<file path="src/hw/mcd_defs.vh">
// Constants for the monitor channel-disable and one-shot control block.
// Assumes a same-clock register port fed by the serial bus front end.
`ifndef MCD_DEFS_VH
`define MCD_DEFS_VH
`define MCD_OFS_DISABLE 8'h08
`define MCD_OFS_ONESHOT 8'h09
`define MCD_DISABLE_RESET 8'h00
`define MCD_ONESHOT_READ 8'h00
`define MCD_ONESHOT_BIT 0
`define MCD_MODE0 2'h0
`define MCD_MODE1 2'h1
`define MCD_MODE2 2'h2
`define MCD_MODE3 2'h3
`define MCD_WMASK_FULL 8'hff
`define MCD_WMASK_MODE2 8'h8f
`define MCD_WMASK_MODE3 8'hbf
`define MCD_SLOTS 4'h8
`define MCD_ST_SHUT 2'h0
`define MCD_ST_DEEP 2'h1
`define MCD_ST_RUN 2'h2
`define MCD_ST_ONESHOT 2'h3
`endif

</file>
<file path="src/hw/mcd_step.v">
// Channel slot stepper: walks slots 0..7 once, requesting only enabled ones.
// Assumes the sequencer answers each request with a one-cycle ack on the same clock.
`timescale 1ns/1ns
`include "mcd_defs.vh"
module mcd_step (
  input wire clk_sys,
  input wire rst_n,
  input wire start,
  input wire [7:0] slot_en,
  input wire ack,
  output reg req,
  output reg [2:0] slot,
  output reg done
);
  reg busy;
  reg [3:0] idx;

  always @(posedge clk_sys or negedge rst_n)
  begin
    if (!rst_n)
    begin
      busy <= 1'b0;
      req <= 1'b0;
      slot <= 3'h0;
      done <= 1'b0;
      idx <= 4'h0;
    end
    else
    begin
      done <= 1'b0;
      if (start && !busy)
      begin
        busy <= 1'b1;
        idx <= 4'h0;
      end
      else if (busy && req)
      begin
        if (ack)
        begin
          req <= 1'b0;
          idx <= idx + 4'h1;
        end
      end
      else if (busy)
      begin
        if (idx == `MCD_SLOTS)
        begin
          busy <= 1'b0;
          done <= 1'b1;
        end
        else if (slot_en[idx[2:0]])
        begin
          req <= 1'b1;
          slot <= idx[2:0];
        end
        else
          idx <= idx + 4'h1;
      end
    end
  end
endmodule

</file>
<file path="src/hw/mcd_top.v">
// Channel disable mask, mode-dependent layout and one-shot conversion control.
// Assumes register port, run bit, deep flag, mode select and sequencer acks share clk_sys.
`timescale 1ns/1ns
`include "mcd_defs.vh"
module mcd_top (
  input wire clk_sys,
  input wire rst_n,
  input wire [7:0] reg_addr,
  input wire [7:0] reg_wdata,
  input wire reg_wr,
  input wire reg_rd,
  output reg [7:0] reg_rdata,
  output reg reg_rd_valid,
  input wire run_enable,
  input wire deep_shutdown,
  input wire [1:0] mode_sel,
  input wire conv_ack,
  output reg conv_req,
  output reg [2:0] conv_slot,
  output reg conv_compare,
  output reg [7:0] slot_disable,
  output reg readings_clear,
  output reg alarms_clear,
  output reg busy,
  output reg [1:0] monitor_state
);
  localparam ST_IDLE = 2'h0;
  localparam ST_CONV = 2'h1;
  localparam ST_CMP = 2'h2;

  reg [7:0] disable_mask;
  reg [1:0] fsm;
  reg [1:0] next_fsm;
  reg oneshot_run;
  reg saved_deep;
  reg step_start;
  reg [7:0] wmask;
  reg [7:0] slot_off;
  wire in_shutdown;
  wire wr_disable;
  wire wr_oneshot;
  wire step_req;
  wire [2:0] step_slot;
  wire step_done;

  assign in_shutdown = !run_enable;
  assign wr_disable = reg_wr && (reg_addr == `MCD_OFS_DISABLE);
  assign wr_oneshot = reg_wr && (reg_addr == `MCD_OFS_ONESHOT) &&
                      reg_wdata[`MCD_ONESHOT_BIT];

  // Slot i always pairs with disable bit i; reserved slots never convert
  always @*
  begin
    case (mode_sel)
      `MCD_MODE0: wmask = `MCD_WMASK_FULL;
      `MCD_MODE1: wmask = `MCD_WMASK_FULL;
      `MCD_MODE2: wmask = `MCD_WMASK_MODE2;
      `MCD_MODE3: wmask = `MCD_WMASK_MODE3;
      default: wmask = `MCD_WMASK_FULL;
    endcase
    slot_off = (disable_mask & wmask) | ~wmask;
  end

  // Host keeps writes to shutdown; the mask is accepted regardless to stay simple
  always @(posedge clk_sys or negedge rst_n)
  begin
    if (!rst_n)
      disable_mask <= `MCD_DISABLE_RESET;
    else if (wr_disable)
      disable_mask <= reg_wdata & wmask;
  end

  always @(posedge clk_sys or negedge rst_n)
  begin
    if (!rst_n)
    begin
      readings_clear <= 1'b0;
      alarms_clear <= 1'b0;
      slot_disable <= 8'h00;
    end
    else
    begin
      readings_clear <= wr_disable;
      alarms_clear <= wr_disable;
      slot_disable <= slot_off;
    end
  end

  // Reads: the one-shot register never shows a one, reserved bits read zero
  always @(posedge clk_sys or negedge rst_n)
  begin
    if (!rst_n)
    begin
      reg_rdata <= 8'h00;
      reg_rd_valid <= 1'b0;
    end
    else
    begin
      reg_rd_valid <= reg_rd && ((reg_addr == `MCD_OFS_DISABLE) ||
                                 (reg_addr == `MCD_OFS_ONESHOT));
      if (reg_rd && (reg_addr == `MCD_OFS_DISABLE))
        reg_rdata <= disable_mask & wmask;
      else
        reg_rdata <= `MCD_ONESHOT_READ;
    end
  end

  always @*
  begin
    next_fsm = fsm;
    case (fsm)
      ST_IDLE:
      begin
        if (run_enable || (wr_oneshot && in_shutdown))
          next_fsm = ST_CONV;
      end
      ST_CONV:
      begin
        if (step_done)
          next_fsm = ST_CMP;
      end
      ST_CMP:
      begin
        if (step_done)
          next_fsm = ST_IDLE;
      end
      default: next_fsm = ST_IDLE;
    endcase
  end

  always @(posedge clk_sys or negedge rst_n)
  begin
    if (!rst_n)
    begin
      fsm <= ST_IDLE;
      oneshot_run <= 1'b0;
      saved_deep <= 1'b0;
      step_start <= 1'b0;
      conv_compare <= 1'b0;
      busy <= 1'b0;
      monitor_state <= `MCD_ST_SHUT;
    end
    else
    begin
      fsm <= next_fsm;
      step_start <= (fsm != next_fsm) && (next_fsm != ST_IDLE);
      busy <= (next_fsm != ST_IDLE);
      if (fsm == ST_IDLE && next_fsm == ST_CONV)
      begin
        oneshot_run <= !run_enable;
        saved_deep <= deep_shutdown;
        conv_compare <= 1'b0;
      end
      else if (fsm == ST_CONV && next_fsm == ST_CMP)
        conv_compare <= 1'b1;
      else if (fsm == ST_CMP && next_fsm == ST_IDLE)
        oneshot_run <= 1'b0;
      if (next_fsm != ST_IDLE && (oneshot_run || (fsm == ST_IDLE && !run_enable)))
        monitor_state <= `MCD_ST_ONESHOT;
      else if (fsm == ST_CMP && next_fsm == ST_IDLE && oneshot_run)
        monitor_state <= saved_deep ? `MCD_ST_DEEP : `MCD_ST_SHUT;
      else if (run_enable)
        monitor_state <= `MCD_ST_RUN;
      else if (next_fsm == ST_IDLE)
        monitor_state <= deep_shutdown ? `MCD_ST_DEEP : `MCD_ST_SHUT;
    end
  end

  mcd_step u_step (
    .clk_sys(clk_sys),
    .rst_n(rst_n),
    .start(step_start),
    .slot_en(~slot_off),
    .ack(conv_ack),
    .req(step_req),
    .slot(step_slot),
    .done(step_done)
  );

  // Re-registered so the sequencer sees flop outputs only
  always @(posedge clk_sys or negedge rst_n)
  begin
    if (!rst_n)
    begin
      conv_req <= 1'b0;
      conv_slot <= 3'h0;
    end
    else
    begin
      conv_req <= step_req && !conv_ack;
      conv_slot <= step_slot;
    end
  end
endmodule

</file>
<file path="config.mk">
export PLATFORM = sky130hd
export DESIGN_NAME = mcd_top
export DESIGN_NICKNAME = d
export VERILOG_FILES = /design/src/hw/mcd_step.v /design/src/hw/mcd_top.v
export VERILOG_INCLUDE_DIRS = /design/src /design/src/hw
export SDC_FILE = /design/constraint.sdc
export NUM_CORES = 1
export LEC_CHECK = 0
export BUFFER_PORTS_ARGS = -buffer_cell sky130_fd_sc_hd__buf_2
export CAP_MARGIN = 20
export CORE_ASPECT_RATIO = 1.25
export CORE_MARGIN = 2
export CORE_UTILIZATION = 47
export DETAILED_ROUTE_END_ITERATION = 12
export HOLD_SLACK_MARGIN = 0.05
export PLACE_DENSITY_LB_ADDON = 0.25
export SYNTH_ARGS = -nofsm -noshare
export SYNTH_HDL_FRONTEND = slang
export SYNTH_SLANG_ARGS = --single-unit
</file>
<file path="constraint.sdc">
create_clock -name clk_sys -period 1.9 [get_ports clk_sys]
set_input_delay 0 -clock clk_sys [delete_from_list [all_inputs] [get_ports clk_sys]]
set_output_delay 0 -clock clk_sys [all_outputs]
set_load 0.01 [all_outputs]
</file>
Word-level counts from Yosys, hierarchy flattened

Index checks and enable logic that the tools add are counted.

Eq/ne operators: 18
Muxes and demuxes: 38
Bitwise logic cells: 8
Magnitude comparators: 1
Reductions and logical operators: 37
$add $sub $neg: 1

Operators with widths:

| kind                                                                  | number |
|---|---|
| 4-bit two-way mux                                                     | 6 |
| 8-bit one-hot mux with 3 select lines                                 | 1 |
| 1-bit two-way mux                                                     | 21 |
| 8-bit bitwise AND                                                     | 2 |
| 8-bit by 4-bit == test with 1-bit output (second input constant)      | 2 |
| 1-bit logical AND                                                     | 16 |
| 8-bit inverter                                                        | 2 |
| 2-bit two-way mux                                                     | 7 |
| 5-bit AND reduction                                                   | 2 |
| 2-bit nonzero test                                                    | 5 |
| 2-bit == test (second input constant)                                 | 4 |
| 8-bit two-way mux                                                     | 1 |
| 8-bit bitwise OR                                                      | 1 |
| 2-bit by 1-bit == test with 1-bit output (second input constant)      | 3 |
| 2-bit zero test                                                       | 3 |
| 3-bit by 1-bit != test with 1-bit output (second input constant)      | 2 |
| 2-bit one-hot mux with 3 select lines                                 | 1 |
| 4-bit by 1-bit adder with 4-bit output (second input constant)        | 1 |
| 4-bit == test (second input constant)                                 | 1 |
| 3-bit by 4-bit < comparator with 1-bit output (second input constant) | 1 |
| 2-bit by 1-bit != test with 1-bit output (second input constant)      | 2 |
| 2-bit != test (second input constant)                                 | 2 |
| 4-bit AND reduction                                                   | 1 |
| 4-bit nonzero test                                                    | 1 |
| other kinds (9)                                                       | 15 |

Logic and storage cells: 122
Output and inout port bits: 27
Input bits: 25
Bits in registers: 49

Longest topological paths before layout

Depth in word-level cells: 13
Depth in mapped cells: 7
Depth with buffers taken out: 6

Hierarchy

From an unflattened synthesis, not the netlist that was laid out.

Cell total of the unflattened synthesis: 181
Area total of the unflattened synthesis: 2150.8 µm²

By module, submodules not included:

| module   | cells each | seq. area each (µm²) | area an instance (µm²) | times used |
|---|---|---|---|---|
| mcd_top  | 121        | 975.9                | 1524.0                 | 1 |
| mcd_step | 60         | 250.2                | 626.9                  | 1 |

Worst setup path after synthesis

No wires, ideal clock.

Path kind: register to register
Start point: reg u_step.idx[1]
End point: reg u_step.slot[0]
Arrival time: 1826 ps
Slack: -52 ps
Required time: 1775 ps
Stages on the path, launching flop included: 6
Period minus slack after synthesis: 1952 ps
Cells stage by stage: dfrtp_1 > mux4_1 > a211oi_1 > a41o_2 > and3_4 > mux2_4

Longest elaborated chain between the ends: 3

Ends and longest elaborated chain:

| item                                                                              | RTL line      | RTL |
|---|---|---|
| start: declaration                                                                | mcd_step.v:16 | `reg [3:0] idx;` |
| start signal: assignment                                                          | mcd_step.v:41 | `idx <= idx + 4'h1;` |
| start signal: assignment                                                          | mcd_step.v:57 | `idx <= idx + 4'h1;` |
| 1-bit binary-select mux with 3-bit select / 4-bit == test (equally long branches) | -             |  |
| 1-bit two-way mux (implied by the code) / 1-bit inverter (equally long branches)  | -             |  |
| 5-bit AND reduction (no line) *                                                   | -             |  |
| end signal: assignment                                                            | mcd_step.v:54 | `slot <= idx[2:0];` |
| end: declaration                                                                  | mcd_step.v:12 | `output reg [2:0] slot,` |

Every way passes the cells marked *; elsewhere a longest branch is shown, timed or not. The select of a mux whose other input is x is not followed.
A chain may end at the register's enable or synchronous reset.

Worst setup path after layout

Start point: reg disable_mask[2]
End point: reg u_step.slot[2]

Longest elaborated chain between the ends: 6

Ends and longest elaborated chain:

| item                                      | RTL line      | RTL |
|---|---|---|
| start: declaration                        | mcd_top.v:31  | `reg [7:0] disable_mask;` |
| start signal: assignment                  | mcd_top.v:68  | `` disable_mask <= `MCD_DISABLE_RESET; `` |
| start signal: assignment                  | mcd_top.v:70  | `disable_mask <= reg_wdata & wmask;` |
| 8-bit bitwise AND                         | mcd_top.v:61  | `slot_off = (disable_mask & wmask) \| ~wmask;` |
| 8-bit bitwise OR                          | mcd_top.v:61  |  |
| 8-bit inverter                            | mcd_top.v:173 | `.slot_en(~slot_off),` |
| 1-bit binary-select mux with 3-bit select | mcd_step.v:51 | `else if (slot_en[idx[2:0]])` |
| 1-bit two-way mux (implied by the code)   | mcd_step.v:51 |  |
| 5-bit AND reduction (no line)             | -             |  |

No other way between the ends. The select of a mux whose other input is x is not followed.

==> impl_metrics.csv <==
group,metric,value,unit
status,status,"completed",
final_layout,design_area,2670,sq um
synth,async_flop_share,1.00,
clock_tree,cts_made_buffers,5,
floorplan,die_area,4820,sq um
routing,firstDrtPassIters,6,
grt,overflow,0,
floorplan,die_x,62.5,microns
critical_path,startpoint,"disable_mask[2]",
clock_tree,cts_tree,"yes",
sta,drv_slew,0,
sta,fin_crit,1840,ps
routing,post_drt_via_cell_ratio,4.99,
grt,grt_pass1_vias,1486,
routing,drtIter0Drc,61,
clock_tree,htreeDepth,2,
synth,synth_edf_count,0,
critical_path,end_kind,"register",
sta,setup_violations,0,
floorplan,core-area,4100,sq um
synth,yosysSeqAreaShare,0.610,
floorplan,initial_core_util,0.490,
routing,drcViolationCount,0,
sta,hold_viol_final,0,
hold_path,hold_path.class,"input pin to register",
placement,dp.cells,287,
final_layout,final-seq-area,1230,sq um
clock_tree,clk_latency,300,ps
power,power_density,1220,nW/um^2
synth,syn-num-nets,204,
clock_tree,cts_sinks,49,
critical_path,r2r_start,"disable_mask[2]",
placement,place_area,2370,sq um
power,ir_drop,0.730,mV
sta,slew_headroom,0.614,
final_layout,antenna_cells,0,
placement,place_congestion,0.771,
sta,rsz0062_at_grt,"true",
synth,ys_seq_elements,49,
critical_path,cp_max_fo,4,
final_layout,multi_input_area,724,sq um
floorplan,die_h,77.1,microns
floorplan,io_pins,52,
critical_path,cp-start-kind,"register",
routing,final_antenna_net_count,0,
final_layout,fillers,318,
power,power.total,0.00327,W
sta,fmax,0.544,GHz
final_layout,syn2layout_area_growth,32.9,%
flow_run,maxCapViolCount,0,
critical_path,crit_arrival,2020,ps
synth,synth_cell_types,41,
final_layout,fin_util,0.651,
sta,fin_worst_skew,7.44,ps
critical_path,cp-endpoint,"u_step.slot[2]",
synth,synth_flop_cell,"dfrtp_1",
final_layout,final_cells,313,
routing,via_count,1561,
floorplan,num_rows,26,
synth,syn_area_per_cell,11.4,sq um
synth,netlist_area,2010,sq um
critical_path,critPathKind,"register to register",
sta,tightest_slew,579,ps
final_layout,drive_above_1_share,0.323,
sta,holdWs,82.5,ps
critical_path,cp_data_required_time,2080,ps
critical_path,r2r_slack,60,ps
clock_tree,clockBufferDepth,2,
power,p_leak,1.38,nW
clock_tree,path_clk_slew,90,ps
critical_path,ff2ff_path_depth,5,
synth,synth_warnings,0,
placement,io_buffers,51,
placement,place_hpwl,2.71,mm
grt,track_usage,0.177,
final_layout,nNetsFinal,283,
grt,grt_antenna_before_repair,0,
routing,wl_per_cell,12.9,microns
synth,syn_inst,177,
routing,drt-total-wl,4.05,mm
clock_tree,cts-root-buf,"clkbuf_8",
critical_path,worstReg2RegEnd,"u_step.slot[2]",
grt,grt_max_degree,27,
grt,grt_pass1_wl,6.72,mm
sta,period_share,0.968,
==> through the flow <==
step | setup slack, ps | TNS (ps)
floorplan | 35.9 | 0
global placement | 55.0 | 0
detailed placement | 32.4 | 0
CTS | 15.1 | 0
global route | -39.1 | -96.7
finish | 61.5 | 0
==> layout by cell type (no fill, tap or decap), drive strengths merged, types with 3 or more instances in the layout <==
cell type | Yosys | routed
nor2 | 8 | 8
and3 | 3 | 3
buf | 2 | 62
nand2b | 7 | 7
inv | 8 | 8
nand2 | 31 | 31
o21ai | 6 | 6
a21oi | 3 | 3
mux2 | 4 | 4
dfrtp | 49 | 49
and2 | 7 | 7
a21o | 3 | 3
mux2i | 5 | 5
dlygate4sd3 | 0 | 16
clkbuf | 4 | 6
nor3 | 7 | 7
nand3 | 3 | 3
==> sequential cells by signal (all words and copies together) (netlist names), 2 cells and up <==
signal / count
slot_disable: 8
fsm: 2
reg_rdata: 8
u_step.idx: 4
monitor_state: 2
conv_slot: 3
disable_mask: 8
u_step.slot: 3
==> layout make-up <==
type,count,area share
sequential,49,0.460
multi-input combinational,114,0.271
timing repair buffer,78,0.187
clock buffer,6,0.0309
tap,56,0.0262
clock inverter,2,0.0141
inverter,8,0.0112
==> worst min-delay path by stage <==
| stage | start | end | slack [ps] | cells past startpoint |
|---|---|---|---|---|
| 2_1_floorplan | rst_n | alarms_clear | -300 | 0 |
| 3_3_place_gp | rst_n | reg_rdata[3] | 40 | 1 |
| 3_5_place_dp | rst_n | reg_rdata[3] | 30 | 1 |
| 4_1_cts | reg_addr[1] | reg_rd_valid | 60 | 4 |
| 5_1_grt | reg_addr[2] | reg_rd_valid | 110 | 4 |
| 6_report | reg_addr[1] | reg_rd_valid | 80 | 4 |
==> timing repair <==
item                                    in CTS  in global routing
buffers inserted                             0                  2
gates resized for setup                      0                  1
hold buffers                                16                  0
endpoints found under the setup margin       0                  3
hold endpoints to repair                    39                  0
==> report_power, final <==
| part | internal (W) | switching, W | total [W] |
|---|---|---|---|
| clock | 0.000428 | 0.000327 | 0.000754 |
| sequential | 0.00127 | 0.000200 | 0.00147 |
| combinational | 0.000594 | 0.000450 | 0.00104 |
==> kinds of logic after synthesis <==
kind of cell | count (synthesis) | synth area share
fa+ha+maj | 2 | 0.0125
mux | 10 | 0.0660
simple gates | 79 | 0.202
flops | 49 | 0.610
buf+inv | 14 | 0.0299
compound gates | 23 | 0.0797
==> layer usage <==
metal / vias to the layer above / wire, microns / track usage
li1: 763 / - / -
met1: 756 / 1700 / 0.212
met2: 36 / 2150 / 0.312
met3: 6 / 139 / 0.0323
met4: 0 / 59 / 0.0733
met5: - / 0 / 0
==> worst max-delay path: stages, from the launching register on <==
cell and delay [ps]:
dfrtp_1 410, mux4_2 480, a211oi_2 160, a41o_2 160
and3_4 230, mux2_4 300
==> synthesized netlist by cell type, drive strengths merged, types with 4 or more instances <==
cell / count / area [sq um]
nor3: 7 / 35.0
o21ai: 6 / 30.0
nand2b: 7 / 43.8
dfrtp: 49 / 1230
mux2i: 5 / 50.1
and2: 7 / 43.8
mux2: 4 / 56.3
clkbuf: 4 / 15.0
nand2: 31 / 116
nor2: 8 / 30.0
inv: 8 / 30.0
No activity file was read; power rests on OpenSTA's default activity.
